### config.mk
export PLATFORM = sky130hd
export DESIGN_NAME = pll_system_clock_tree
export DESIGN_NICKNAME = d
export VERILOG_FILES = /design/src/clk_tree_pkg.sv /design/src/pll_clock_core.sv /design/src/pll_system_clock_tree.sv
export VERILOG_INCLUDE_DIRS = /design/src
export SDC_FILE = /design/constraint.sdc
export NUM_CORES = 1
export LEC_CHECK = 0
export ABC_AREA = 1
export ABC_CLOCK_PERIOD_IN_PS = 14000
export BUFFER_PORTS_ARGS = -buffer_cell sky130_fd_sc_hd__buf_2
export CORE_MARGIN = 4
export CORE_UTILIZATION = 35
export DETAILED_ROUTE_END_ITERATION = 6
export PLACE_DENSITY = 0.57
export SKIP_CTS_REPAIR_TIMING = 1
export SLEW_MARGIN = 20
export SYNTH_ARGS = -nofsm -noshare
export SYNTH_HDL_FRONTEND = slang
export SYNTH_SLANG_ARGS = --single-unit
### constraint.sdc
create_clock -name clk -period 14 [get_ports clk]
set_input_delay 2.8 -clock clk [delete_from_list [all_inputs] [get_ports clk]]
set_output_delay 2.8 -clock clk [all_outputs]
set_load 0.01 [all_outputs]
### src/clk_tree_map.svh
// Register offsets, field positions, reset values and timing counts of the clock tree
`ifndef CLK_TREE_MAP_SVH
`define CLK_TREE_MAP_SVH

// Byte address layout: bit 7 set is unmapped, bit 6 picks the PLL bank
`define BANK_SEL_BIT 6
`define UNMAPPED_BIT 7

// Offsets inside one bank
`define OFS_CTRL 6'h00
`define OFS_MULT 6'h04
`define OFS_POST 6'h08
`define OFS_STATUS 6'h0C
`define OFS_DIV_FIRST 6'h10
`define OFS_DIV_LAST 6'h28

// Field positions
`define CTRL_ACTIVE_BIT 0
`define CTRL_BYPSEL_BIT 1
`define DIV_EN_BIT 15
`define STATUS_LOCK_BIT 31

// Reset values
`define RST_CTRL 2'h0
`define RST_MULT 5'h17
`define RST_POST 5'h01
`define RST_DIV_EN 7'h7F
// Domain 7 down to domain 1; cpu clock is domain 6 at divide-by-1
`define RST_DIV_A {5'h05, 5'h00, 5'h00, 5'h03, 5'h02, 5'h01, 5'h00}
`define RST_DIV_B {5'h00, 5'h00, 5'h00, 5'h00, 5'h02, 5'h01, 5'h00}

// Reference edges seen before the multiplied clock is trusted
`define LOCK_REF_EDGES 2'h2

`endif

### src/clk_tree_pkg.sv
// Types shared by the clock tree modules
package clk_tree_pkg;
   typedef logic [4:0] ratio_t;
   typedef enum logic [1:0] {
      LOCK_IDLE = 2'b00,
      LOCK_MEASURE = 2'b01,
      LOCK_HOLD = 2'b11
   } lock_state_t;
endpackage

### src/pll_clock_core.sv
// One PLL: bypass/active source, multiplier, post divider and domain divider bank
`timescale 1ns/10ps
`include "clk_tree_map.svh"
module pll_clock_core #(
   parameter int NUM_DOMAINS = 7,
   parameter int PERIOD_W = 16
) (
   input wire logic clk,
   input wire logic reset,
   input wire logic ref_tick,
   input wire logic bypass_ref_tick,
   input wire logic bypass_source_select,
   input wire logic active_mode,
   input wire clk_tree_pkg::ratio_t pll_multiplier_setting,
   input wire clk_tree_pkg::ratio_t post_ratio,
   input wire logic [NUM_DOMAINS*5-1:0] div_ratios,
   input wire logic [NUM_DOMAINS-1:0] div_enables,
   output logic [NUM_DOMAINS-1:0] domain_ticks,
   output logic [PERIOD_W-1:0] ref_period,
   output logic locked
);
   import clk_tree_pkg::*;

   generate
      if (PERIOD_W < 8 || NUM_DOMAINS < 1) begin : g_bad_params
         $error("pll_clock_core: PERIOD_W must be >= 8 and NUM_DOMAINS >= 1");
      end
   endgenerate

   lock_state_t lock_reg, lock_next;
   logic [PERIOD_W-1:0] meas_reg;
   logic [PERIOD_W:0] acc_reg, acc_next;
   logic [1:0] edge_reg;
   ratio_t post_cnt_reg;
   logic post_tick_reg;

   // Bypass reference: oscillator, or for the first PLL another PLL's domain 3
   wire bypass_src = bypass_source_select ? bypass_ref_tick : ref_tick;
   wire meas_full = &meas_reg;
   wire [PERIOD_W:0] mult_inc = {{(PERIOD_W-5){1'b0}}, {1'b0, pll_multiplier_setting} + 6'h01};
   wire [PERIOD_W:0] acc_sum = acc_reg + mult_inc;
   wire [PERIOD_W:0] period_ext = {1'b0, ref_period};
   wire mult_tick = (lock_reg == LOCK_HOLD) && (acc_sum >= period_ext);
   wire [PERIOD_W:0] acc_over = acc_sum - period_ext;
   // Output held quiet while the multiplier acquires, so no runt pulses escape
   wire src_tick = active_mode ? mult_tick : bypass_src;
   wire post_wrap = src_tick && (post_cnt_reg == post_ratio);

   assign locked = (lock_reg == LOCK_HOLD);

   always_comb begin
      lock_next = lock_reg;
      unique case (lock_reg)
         LOCK_IDLE: if (active_mode) lock_next = LOCK_MEASURE;
         LOCK_MEASURE: if (edge_reg == `LOCK_REF_EDGES) lock_next = LOCK_HOLD;
         LOCK_HOLD: if (!active_mode) lock_next = LOCK_IDLE;
      endcase
      if (!active_mode) lock_next = LOCK_IDLE;
   end

   // Multiplier as a rate accumulator; saturates at one pulse per system clock
   always_comb begin
      acc_next = acc_reg;
      if (lock_reg != LOCK_HOLD) acc_next = '0;
      else if (mult_tick) acc_next = (acc_over >= period_ext) ? '0 : acc_over;
      else acc_next = acc_sum;
   end

   always_ff @(posedge clk or posedge reset) begin
      if (reset) begin
         lock_reg <= LOCK_IDLE;
         meas_reg <= '0;
         ref_period <= '1;
         edge_reg <= 2'h0;
         acc_reg <= '0;
      end else begin
         lock_reg <= lock_next;
         acc_reg <= acc_next;
         meas_reg <= ref_tick ? '0 : (meas_full ? meas_reg : meas_reg + 1'b1);
         if (ref_tick) ref_period <= meas_full ? meas_reg : meas_reg + 1'b1;
         if (lock_reg != LOCK_MEASURE) edge_reg <= 2'h0;
         else if (ref_tick && edge_reg != `LOCK_REF_EDGES) edge_reg <= edge_reg + 2'h1;
      end
   end

   always_ff @(posedge clk or posedge reset) begin
      if (reset) begin
         post_cnt_reg <= '0;
         post_tick_reg <= 1'b0;
      end else begin
         post_tick_reg <= post_wrap;
         if (post_wrap) post_cnt_reg <= '0;
         else if (src_tick) post_cnt_reg <= post_cnt_reg + 5'h01;
      end
   end

   // One private divider per domain, each with its own ratio
   genvar d;
   generate
      for (d = 0; d < NUM_DOMAINS; d++) begin : g_dom
         ratio_t cnt_reg;
         wire ratio_t ratio = div_ratios[d*5 +: 5];
         wire wrap = post_tick_reg && (cnt_reg == ratio);
         always_ff @(posedge clk or posedge reset) begin
            if (reset) begin
               cnt_reg <= '0;
               domain_ticks[d] <= 1'b0;
            end else begin
               domain_ticks[d] <= wrap && div_enables[d];
               if (wrap || !div_enables[d]) cnt_reg <= '0;
               else if (post_tick_reg) cnt_reg <= cnt_reg + 5'h01;
            end
         end
      end
   endgenerate
endmodule

### src/pll_system_clock_tree.sv
// Two-PLL system clock tree with an Avalon-MM register slave
//
// Decided for this implementation: the Avalon-MM interface to the registers and the register offsets.
`timescale 1ns/10ps
`include "clk_tree_map.svh"
module pll_system_clock_tree #(
   parameter int NUM_DOMAINS = 7,
   parameter int PERIOD_W = 16
) (
   input wire logic clk,
   input wire logic reset,
   input wire logic ref_osc_input,
   input wire logic [7:0] avs_address,
   input wire logic avs_read,
   input wire logic avs_write,
   input wire logic [31:0] avs_writedata,
   input wire logic [3:0] avs_byteenable,
   output logic [31:0] avs_readdata,
   output logic avs_waitrequest,
   output logic [NUM_DOMAINS-1:0] pll_a_clock_ticks,
   output logic [NUM_DOMAINS-1:0] pll_b_clock_ticks,
   output logic pll_a_locked,
   output logic pll_b_locked
);
   import clk_tree_pkg::*;

   generate
      if (NUM_DOMAINS != 7 || PERIOD_W > 16 || PERIOD_W < 8) begin : g_bad_params
         $error("pll_system_clock_tree: needs 7 domains and 8..16 bit period");
      end
   endgenerate

   localparam int CPU_IDX = 5;
   localparam int DOM2_IDX = 1;
   localparam int DOM3_IDX = 2;
   localparam int DOM4_IDX = 3;

   function automatic logic ofs_is_div(input logic [5:0] ofs);
      return (ofs >= `OFS_DIV_FIRST) && (ofs <= `OFS_DIV_LAST) && (ofs[1:0] == 2'h0);
   endfunction

   function automatic logic [2:0] div_index(input logic [5:0] ofs);
      logic [5:0] rel;
      rel = ofs - `OFS_DIV_FIRST;
      return rel[4:2];
   endfunction

   // Register state, one entry per PLL bank
   logic [1:0] ctrl_reg [0:1];
   ratio_t mult_reg [0:1];
   ratio_t post_reg [0:1];
   logic [NUM_DOMAINS*5-1:0] div_ratio_reg [0:1];
   logic [NUM_DOMAINS-1:0] div_en_reg [0:1];

   logic waitrequest_reg;
   logic [31:0] readdata_reg;

   logic [NUM_DOMAINS-1:0] ticks_a, ticks_b;
   logic [PERIOD_W-1:0] period_a, period_b;
   logic locked_a, locked_b;
   logic [1:0] cpu_cnt_reg;

   // Bus decode
   wire bank = avs_address[`BANK_SEL_BIT];
   wire [5:0] ofs = avs_address[5:0];
   wire mapped = !avs_address[`UNMAPPED_BIT];
   wire hit_ctrl = mapped && (ofs == `OFS_CTRL);
   wire hit_mult = mapped && (ofs == `OFS_MULT);
   wire hit_post = mapped && (ofs == `OFS_POST);
   wire hit_status = mapped && (ofs == `OFS_STATUS);
   wire hit_div = mapped && ofs_is_div(ofs);
   wire [2:0] idx = div_index(ofs);
   // A request completes in the cycle waitrequest is low
   wire wr_fire = avs_write && !waitrequest_reg;
   wire rd_start = (avs_read || avs_write) && waitrequest_reg;

   // Read mux
   wire [PERIOD_W-1:0] rd_period = bank ? period_b : period_a;
   wire rd_locked = bank ? locked_b : locked_a;
   wire [15:0] rd_period_ext = 16'(rd_period);
   wire [31:0] rd_ctrl = {30'h0, ctrl_reg[bank]};
   wire [31:0] rd_mult = {27'h0, mult_reg[bank]};
   wire [31:0] rd_post = {27'h0, post_reg[bank]};
   wire [31:0] rd_status = {rd_locked, 15'h0, rd_period_ext};
   wire [4:0] rd_ratio = div_ratio_reg[bank][int'(idx)*5 +: 5];
   wire [31:0] rd_div = {16'h0, div_en_reg[bank][idx], 10'h0, rd_ratio};
   wire [31:0] rd_value = hit_ctrl ? rd_ctrl :
                          hit_mult ? rd_mult :
                          hit_post ? rd_post :
                          hit_status ? rd_status :
                          hit_div ? rd_div : 32'h0;

   // One wait cycle per access, then readdata and completion together
   always_ff @(posedge clk or posedge reset) begin
      if (reset) begin
         waitrequest_reg <= 1'b1;
         readdata_reg <= 32'h0;
      end else begin
         waitrequest_reg <= !rd_start;
         if (rd_start && avs_read) readdata_reg <= rd_value;
      end
   end

   assign avs_waitrequest = waitrequest_reg;
   assign avs_readdata = readdata_reg;

   // Register writes, per bank
   genvar b;
   generate
      for (b = 0; b < 2; b++) begin : g_bank
         localparam logic [NUM_DOMAINS*5-1:0] DIV_RST = (b == 0) ? `RST_DIV_A : `RST_DIV_B;
         // Only the first PLL has a bypass source select
         localparam logic [1:0] CTRL_MASK = (b == 0) ? 2'h3 : 2'h1;
         wire sel = wr_fire && (bank == b);
         // Cpu-tied domains of the first PLL keep their ratio fixed
         wire div_locked = (b == 0) && (idx == 3'(DOM2_IDX) || idx == 3'(DOM4_IDX));
         always_ff @(posedge clk or posedge reset) begin
            if (reset) begin
               ctrl_reg[b] <= `RST_CTRL;
               mult_reg[b] <= `RST_MULT;
               post_reg[b] <= `RST_POST;
               div_ratio_reg[b] <= DIV_RST;
            end else if (sel && avs_byteenable[0]) begin
               if (hit_ctrl) ctrl_reg[b] <= avs_writedata[1:0] & CTRL_MASK;
               if (hit_mult) mult_reg[b] <= avs_writedata[4:0];
               if (hit_post) post_reg[b] <= avs_writedata[4:0];
               if (hit_div && !div_locked) div_ratio_reg[b][int'(idx)*5 +: 5] <= avs_writedata[4:0];
            end
         end
         always_ff @(posedge clk or posedge reset) begin
            if (reset) begin
               div_en_reg[b] <= `RST_DIV_EN;
            end else if (sel && hit_div && avs_byteenable[1]) begin
               div_en_reg[b][idx] <= avs_writedata[`DIV_EN_BIT];
            end
         end
      end
   endgenerate

   // Second PLL is built first: its domain 3 may feed the first PLL's bypass
   pll_clock_core #(
      .NUM_DOMAINS(NUM_DOMAINS),
      .PERIOD_W(PERIOD_W)
   ) u_pll_b (
      .clk(clk),
      .reset(reset),
      .ref_tick(ref_osc_input),
      .bypass_ref_tick(1'b0),
      .bypass_source_select(1'b0),
      .active_mode(ctrl_reg[1][`CTRL_ACTIVE_BIT]),
      .pll_multiplier_setting(mult_reg[1]),
      .post_ratio(post_reg[1]),
      .div_ratios(div_ratio_reg[1]),
      .div_enables(div_en_reg[1]),
      .domain_ticks(ticks_b),
      .ref_period(period_b),
      .locked(locked_b)
   );

   pll_clock_core #(
      .NUM_DOMAINS(NUM_DOMAINS),
      .PERIOD_W(PERIOD_W)
   ) u_pll_a (
      .clk(clk),
      .reset(reset),
      .ref_tick(ref_osc_input),
      .bypass_ref_tick(ticks_b[DOM3_IDX]),
      .bypass_source_select(ctrl_reg[0][`CTRL_BYPSEL_BIT]),
      .active_mode(ctrl_reg[0][`CTRL_ACTIVE_BIT]),
      .pll_multiplier_setting(mult_reg[0]),
      .post_ratio(post_reg[0]),
      .div_ratios(div_ratio_reg[0]),
      .div_enables(div_en_reg[0]),
      .domain_ticks(ticks_a),
      .ref_period(period_a),
      .locked(locked_a)
   );

   // Domains 2 and 4 count cpu pulses so they can never drift off 1:2 and 1:4
   wire cpu_tick = ticks_a[CPU_IDX];
   wire dom2_tick = cpu_tick && cpu_cnt_reg[0] && div_en_reg[0][DOM2_IDX];
   wire dom4_tick = cpu_tick && (cpu_cnt_reg == 2'h3) && div_en_reg[0][DOM4_IDX];

   always_ff @(posedge clk or posedge reset) begin
      if (reset) begin
         cpu_cnt_reg <= 2'h0;
      end else if (cpu_tick) begin
         cpu_cnt_reg <= cpu_cnt_reg + 2'h1;
      end
   end

   // Domains 1, 3, 5, 6 and 7, and every domain of the second PLL, come straight from their own dividers
   always_ff @(posedge clk or posedge reset) begin
      if (reset) begin
         pll_a_clock_ticks <= '0;
         pll_b_clock_ticks <= '0;
         pll_a_locked <= 1'b0;
         pll_b_locked <= 1'b0;
      end else begin
         pll_a_clock_ticks <= ticks_a;
         pll_a_clock_ticks[DOM2_IDX] <= dom2_tick;
         pll_a_clock_ticks[DOM4_IDX] <= dom4_tick;
         pll_b_clock_ticks <= ticks_b;
         pll_a_locked <= locked_a;
         pll_b_locked <= locked_b;
      end
   end
endmodule

After elaboration in Yosys (flattened, before gate mapping):

Cells that the tools add are included.

* register bits after elaboration: 348
* bits in latches: 0
* RAM bits: 0
* bits in read-only memories: 0
* bits of input ports: 49
* output and inout port bits: 49
* logic and storage cells: 330
* memories: 0

* add/subtract/negate cells: 27
* multiply operators: 1
* div/mod/pow operators: 0
* $lt $le $gt $ge: 9
* eq/ne operators: 36
* shifts and indexed selects: 3
* mux-type cells: 81
* bitwise logic cells: 2
* reduce and logical (&&, ||, !) cells: 116

Operators with widths (number)
* 5-bit two-way mux: 34
* 32-bit two-way mux: 4
* 35-bit two-way mux: 3
* 17-bit two-way mux: 6
* 16-bit two-way mux: 6
* 5-bit by 1-bit adder with 5-bit output, second input constant: 14
* 35-bit bitwise mux: 2
* 5-bit == test: 14
* 17-bit by 16-bit greater-or-equal comparator with 1-bit output: 4
* 1-bit logical AND: 54
* 5-bit by 33-bit variable shift with 35-bit output, first input constant: 1
* 35-bit by 32-bit variable part select with 5-bit output: 1
* 5-bit by 33-bit variable part select with 35-bit output: 1
* 17-bit by 6-bit adder with 17-bit output: 2
* 17-bit by 16-bit subtractor with 17-bit output: 2
* 6-bit negator with 33-bit output: 1
* 16-bit by 1-bit adder with 16-bit output, second input constant: 2
* 16-bit AND reduction: 2
* 2-bit nonzero test: 16
* 2-bit two-way mux: 11
* 7-bit two-way mux: 3
* 2-bit AND reduction: 10
* 1-bit logical NOT: 16
* 7-bit bitwise mux: 2
* 27 further kinds: 64

Depth between registers and ports, before layout:

Gate-level depths: netlist (run 1).

* depth in word-level cells: 11
* mapped depth: 30
* gate-level depth less buffers: 29

Modules after synthesis:

Synthesis (run 1) repeated with hierarchy kept, for this count alone.

* cell total of the unflattened synthesis: 2609
* area, all modules: 20599.8 µm²

By module, submodules not included
* pll_system_clock_tree: instances 1, cells each 868, area an instance 6979.2 µm², seq. area each 3619.7 µm²
* pll_clock_core (u_pll_b): instances 1, cells each 873, area an instance 6872.8 µm², seq. area each 2547.4 µm²
* pll_clock_core (u_pll_a): instances 1, cells each 868, area an instance 6747.7 µm², seq. area each 2547.4 µm²

Worst setup path after synthesis (run 1):

Ideal clock, no wire load.

* path kind: input port to flip-flop
* start point: input avs_address[2]
* end point: register div_ratio_reg[0] (netlist name)
* setup time: 133 ps
* arrival: 4786 ps
* data required time: 13867 ps
* slack: 9081 ps
* stages: 11
* buffers on the path: 3
* path through: buf_2 > clkinv_1 > clkbuf_1 > buf_2 > ha_1 > xnor2_2 > inv_1 > nor4_1 > nand2_1 > nand2_1 > o21ai_0

* word-level cells in the longest chain between the ends: 5
* elaborated cells between the ends (all ways): 12
* those cells by class: 2 x add/sub; 1 x mul; 2 x order compare; 2 x shift; 1 x mux; 4 x reduce/logical

Ends and longest elaborated chain
* start, declared: line pll_system_clock_tree.sv:13 `input wire logic [7:0] avs_address,`
* 5-bit subtractor (no source line), or another cell as far along
* 3-bit by 3-bit multiplier with 6-bit output / 1-bit logical AND (equally long branches): line pll_system_clock_tree.sv:127, pll_system_clock_tree.sv:39
* 6-bit negator with 33-bit output / 1-bit logical AND (equally long branches): line pll_system_clock_tree.sv:127, pll_system_clock_tree.sv:39
* 5-bit by 33-bit variable part select with 35-bit output, or another cell as far along: line pll_system_clock_tree.sv:127 `if (hit_div && !div_locked) div_ratio_reg[b][int'(idx)*5 +: 5] <= avs_writedata[4:0];`
* 35-bit bitwise mux / 2-bit AND reduction (equally long branches)
* end signal, assigned by index: line pll_system_clock_tree.sv:127
* end, declared: line pll_system_clock_tree.sv:52 `logic [NUM_DOMAINS*5-1:0] div_ratio_reg [0:1];`

Parallel ways exist; a longest one is shown, timed or not.
A chain may end at the register's enable or synchronous reset.

Worst setup path after layout (run 1):

* start point: input avs_address[2]
* end point: register div_ratio_reg[2] (netlist name)

The elaborated chain is that of the path after synthesis.

==> results of run 1 <==
-- layout by cell type, fill, tap and decap left out, types with 54 or more instances in the layout --
cell type,synthesis,final
ha_1,99,99
buf_2,13,54
inv_1,249,248
o21ai_0,205,205
a21oi_1,140,140
nand2_1,561,561
xor2_1,96,96
dfstp_2,65,65
dfrtp_1,268,268
nand3_1,95,95
nand4_1,70,70
nor2_1,212,212
-- cell families after synthesis --
| family | count (synthesis) |
|---|---|
| AOI/OAI and AO/OA | 454 |
| xor gates and xnor gates | 127 |
| adders and majority gates | 103 |
| buffers and inverters | 332 |
| DFF | 333 |
| muxes | 10 |
| other | 1 |
| and+or+nand+nor | 1054 |
-- how the worst min path moves through the flow --
stage / from / cells after the start / to / slack [ps]
2_1_floorplan: u_pll_a.domain_ticks[0] / 0 / pll_a_clock_ticks[0] / 330
3_3_place_gp: u_pll_a.domain_ticks[2] / 0 / pll_a_clock_ticks[2] / 330
3_5_place_dp: u_pll_a.domain_ticks[4] / 0 / pll_a_clock_ticks[4] / 330
4_1_cts: u_pll_b.domain_ticks[1] / 0 / pll_b_clock_ticks[1] / 350
5_1_grt: u_pll_a.domain_ticks[4] / 0 / pll_a_clock_ticks[4] / 360
6_report: u_pll_b.domain_ticks[1] / 0 / pll_b_clock_ticks[1] / 340
-- layer usage --
layer | vias to the layer above | track usage, % | part of all wire [%]
li1 | 8108 | - | -
met1 | 7800 | 23.50 | 45
met2 | 437 | 29.27 | 46
met3 | 81 | 3.115 | 5.9
met4 | 0 | 5.924 | 2.8
met5 | - | 0 | 0
-- area by class of cell --
class / count / share of cell area [%]
clock buffer: 58 / 5.346
clock inverter: 14 / 0.6184
inverter: 253 / 4.427
multi-input combinational: 1765 / 44.76
sequential: 333 / 38.86
tap: 748 / 4.323
timing repair buffer: 66 / 1.664
-- power groups by stage --
stage	Sequential [mW]	Clock [mW]	Combinational, mW
after floorplan	1.03	0	0.255
after global placement	1.04	0	0.325
after detailed placement	1.04	0	0.330
after CTS	1.03	1.06	0.332
after global routing	1.03	1.10	0.379
final	1.03	1.03	0.332
-- through the flow --
| stage | utilization (%) | instances | setup slack (ps) | instance area, um2 |
|---|---|---|---|---|
| after floorplan | - | 2430 | 2083 | 19470 |
| after global placement | 37.03 | 3165 | 7923 | 20360 |
| after detailed placement | 37.03 | 3165 | 7924 | 20360 |
| after CTS | 39.38 | 3237 | 8500 | 21650 |
| after global routing | 39.38 | 3237 | 8187 | 21650 |
| final | 39.38 | 3237 | 8373 | 21650 |
==> reports/qor.yml, run 1 <==
cp_common_cell: "nand2_1"
crit_start: "avs_address[2]"
ys_top_cells_by_count: "nand2_1 (561), dfrtp_1 (268), inv_1 (249), nor2_1 (212), o21ai_0 (205)"
p_int_mw: 1.711
grt_pass1_wl_um: 84970
synth_edf_count: 0
cp_max_fo: 28
async_reset_ff_share_pct: 100.0
synth-seq-cells: 333
drive_above_1_share_pct: 10.20
tightest_slew_ps: 1148
end_kind: "flip-flop"
drtPass1Iterations: 6
vias_per_cell: 5.074
die_x_um: 243.5
cp_top_family: "buffers and inverters"
crit_end: "div_ratio_reg[2]"
clock_latency_ps: 570
grt.total_usage_pct: 17.68
start_util_pct: 35.29
switchingPower_mw: 0.6767
status: "finished clean"
min_period_ps: 5627
num-fill-cells: 5548
worstPathRequired_ps: 14410
synth_xor_area_share_pct: 5.770
rsz0062_at_grt: "no"
crit_chain: "buf_2 -> clkinv_1 -> ha_1 -> xnor2_2 -> inv_1 -> nor4_1 -> nand2_1 -> nand2_1 -> o21ai_0"
synth_top_family_by_area: "simple AND/OR/NAND/NOR gates"
power_frac_comb_pct: 13.9
p_leak_nw: 10.16
nets: 2610
syn_to_final_growth_pct: 11.57
synth_area_per_cell_um2: 8.039
path_depth: 9
cts-root-buf: "clkbuf_16"
p_per_area_mw_per_mm2: 110.3
hold_slack_ps: 344.6
synthDistinctLibCells: 63
path_buf_inv: 3
grt_pass1_vias: 16061
wl_um: 53390
ios: 98
die-area_mm2: 0.05928
io_buffer_count: 54
antenna_left: 0
antenna_found_initial: 0
vdd_drop_max_uv: 82.91
r2r_cells: 26
post-route-period-util_pct: 40.20
syn_area_mm2: 0.01941
cts_tree: "built"
n_antenna_cell: 0
largest_reg_flops: 70
syn_inst: 2414
yosys_warnings: 0
r2r-start: "mult_reg[7]"
yosysSeqAreaShare_pct: 43.36
swShare_pct: 28.34
tns_ps: 0
place_congestion: 0.9735
final_max_slew_viol_count: 0
timing.fmax_mhz: 177.7
setup_viol_count_final: 0
synth_mux_area_share_pct: 0.5480
final-seq-area_mm2: 0.008414
cts_htree_levels: 2
drtIter0Drc: 1184
hold_class: "flip-flop to flip-flop"
max_slew_margin_pct: 22.84
grt_max_degree: 134
vias: 16426
drc: 0
clkPwrFrac_pct: 43.1
synth_adder_area_share_pct: 6.796
synthFlopType: "dfrtp_1"
fin_skew_ps: 34.56
dieHeight_um: 243.5
post-dp-hpwl_um: 39800
r2r-end: "u_pll_a.acc_reg[12]"
clk_pin_slew_ps: 60
hold_violations: 0
synth_top_cell_by_area: "dfrtp_1"
cp_slowest_stage_delay_ps: 780
cts_sinks: 333
critPathSlowestCell: "clkinv_1"
cp.arrival_ps: 6040
cts_buffers: 39
max-cap-violations: 0
synth_compound_area_share_pct: 13.07
yosys-top-cells-area: "dfrtp_1 (35%), nand2_1 (11%), dfstp_2 (8.8%)"
wl_per_cell_um: 16.49
seqPwrFrac_pct: 43.0
yosys.area_share.simple_pct: 23.42
r2r_slack_ps: 8920
criticalPathCategory: "input pin to flip-flop"
synth_top_area_share_pct: 34.56
total_power_mw: 2.388
fp.coreArea_mm2: 0.05499
overflow: 0
yosysMostFrequentCell: "nand2_1"
critPathLaunchType: "input pin"
multi_input_area_mm2: 0.009691
clk_path_buf_depth: 3
rows: 86
(Power assumes the default switching activity.)
==> run 2: changes to the inputs <==
ABC_CLOCK_PERIOD_IN_PS = 5100   (was 14000)
PLACE_DENSITY = 0.59   (was 0.57)
clock period = 5.1 ns   (was 14 ns; I/O delays follow)
==> run 2 against run 1 <==
Compared with the run above:
- register-to-register slack got worse by 8500 ps
- core utilization barely moved
- cell count barely moved
- largest cell class unchanged
- clock skew fell by 22 ps
- count of clock-buffer cells in the layout rose by 7
==> reports/qor.yml, run 2 (synthesis gave the netlist of run 1 again) <==
worstPathRequired_ps: 5590
cp_common_cell: "nand2_1"
placed_area_mm2: 0.02040
die_x_um: 243.5
p_int_mw: 4.621
swShare_pct: 28.23
grt_pass1_wl_um: 86440
drc: 0
place_congestion: 0.9227
syn_to_final_growth_pct: 11.68
power_frac_comb_pct: 14.4
num-fill-cells: 5616
hold_class: "flip-flop to flip-flop"
clkPwrFrac_pct: 41.7
hold_violations: 0
r2r-end: "u_pll_b.acc_reg[0]"
grt_pass1_vias: 16370
cts_sinks: 333
wl_um: 53590
top_layer: "met4"
cp_max_fo: 10
critPathLaunchType: "flip-flop"
clk_path_buf_depth: 3
wl_met2_um: 24960
end_kind: "flip-flop"
clock_latency_ps: 560
post-route-period-util_pct: 92.63
nets: 2614
p_leak_nw: 10.15
min_period_ps: 4724
critPathSlowestCell: "fa_1"
r2r_cells: 29
drive_above_1_share_pct: 10.15
dpl_worst_slack_ps: 194.5
crit_end: "u_pll_b.acc_reg[0]"
cts_htree_levels: 2
rows: 86
crit_start: "mult_reg[0]"
cp.arrival_ps: 5210
max_slew_margin_pct: 26.88
die-area_mm2: 0.05928
cts-root-buf: "clkbuf_16"
seqPwrFrac_pct: 43.9
antenna_left: 0
final_cell_mix: "nand2_1 (559), dfrtp_1 (268), inv_1 (248)"
vias: 16602
criticalPathCategory: "flip-flop to flip-flop"
drtPass1Iterations: 5
r2r-start: "mult_reg[0]"
ios: 98
dieHeight_um: 243.5
grt.total_usage_pct: 17.92
routed-wl-met3_um: 3038
post_layout_nonfiller_instances: 3240
largest_reg_flops: 70
post-dp-hpwl_um: 40220
timing.fmax_mhz: 211.7
clk_pin_slew_ps: 60
status: "finished clean"
overflow: 0
tightest_slew_ps: 1094
wl_met1_um: 23540
cts_tree: "built"
fp.coreArea_mm2: 0.05499
switchingPower_mw: 1.818
setup_ws_ps: 375.7
rsz0062_at_grt: "no"
r2r_slack_ps: 380
multi_input_area_mm2: 0.009713
max-cap-violations: 0
n_antenna_cell: 0
dp_cells: 3168
total_power_mw: 6.439
final_max_slew_viol_count: 0
vdd_drop_max_uv: 249.9
grt_max_degree: 135
cp_slowest_stage_delay_ps: 390
p_per_area_mw_per_mm2: 297.1
start_util_pct: 35.29
wl_per_cell_um: 16.54
antenna_found_initial: 0
fin_skew_ps: 12.44
io_buffer_count: 54
setup_viol_count_final: 0
final-seq-area_mm2: 0.008414
hold_slack_ps: 346.6
drtIter0Drc: 1169
fin_area_mm2: 0.02167
vias_per_cell: 5.124
final_common_cell: "nand2_1"
cts_buffers: 39
[run 2: changes by cell type in the layout (fill, tap and decap cells not counted), sizes merged]
| cell | change |
|---|---|
| bufinv | -2 |
| clkbuf | +7 |
| clkinv | -2 |
| buf | +4 |
| inv | -4 |
[run 2: worst min path at each step]
| stage | start | cells past startpoint | endpoint |
|---|---|---|---|
| 3_5_place_dp | u_pll_b.domain_ticks[0] | 0 | pll_b_clock_ticks[0] |
| 4_1_cts | u_pll_b.domain_ticks[0] | 0 | pll_b_clock_ticks[0] |
| 5_1_grt | u_pll_b.domain_ticks[0] | 0 | pll_b_clock_ticks[0] |
| 6_report | u_pll_b.domain_ticks[0] | 0 | pll_b_clock_ticks[0] |
| 2_1_floorplan | u_pll_a.domain_ticks[0] | 0 | pll_a_clock_ticks[0] |
| 3_3_place_gp | u_pll_b.domain_ticks[5] | 0 | pll_b_clock_ticks[5] |
[run 2: layout make-up]
class	count	area share (%)
Sequential cell	333	38.83
Clock inverter	6	0.1386
Clock buffer	65	5.519
Timing Repair Buffer	70	1.974
Inverter	253	4.405
Multi-Input combinational cell	1765	44.82
Tap cell	748	4.318
[run 2: through the flow]
stage               TNS [ps]  utilization [%]
global route               0            39.41
finish                     0            39.41
detailed placement         0            37.11
CTS                        0            39.34
floorplan             -84570                -
global placement           0            37.11
[run 2: worst max-delay path, delay by kind of cell, from the launching register on]
family	cells	cell delay [ps]
AOI/OAI and AO/OA	2	290
buffers and inverters	4	460
DFF	1	360
adders and majority gates	4	1240
and+or+nand+nor	18	2040
xor gates and xnor gates	1	280
[run 2: power by group through the flow]
stage | clock [mW] | combinational, mW | sequential (mW)
2_1_floorplan | 0 | 0.701 | 2.83
3_3_place_gp | 0 | 0.899 | 2.87
3_5_place_dp | 0 | 0.918 | 2.87
4_1_cts | 2.77 | 0.923 | 2.82
5_1_grt | 2.88 | 1.05 | 2.83
6_report | 2.69 | 0.928 | 2.83
[run 2: metal layers]
metal	GRT usage (%)	up-vias
met2	29.68	434
li1	-	8113
met4	7.248	0
met3	2.906	109
met1	23.47	7946
met5	0	-
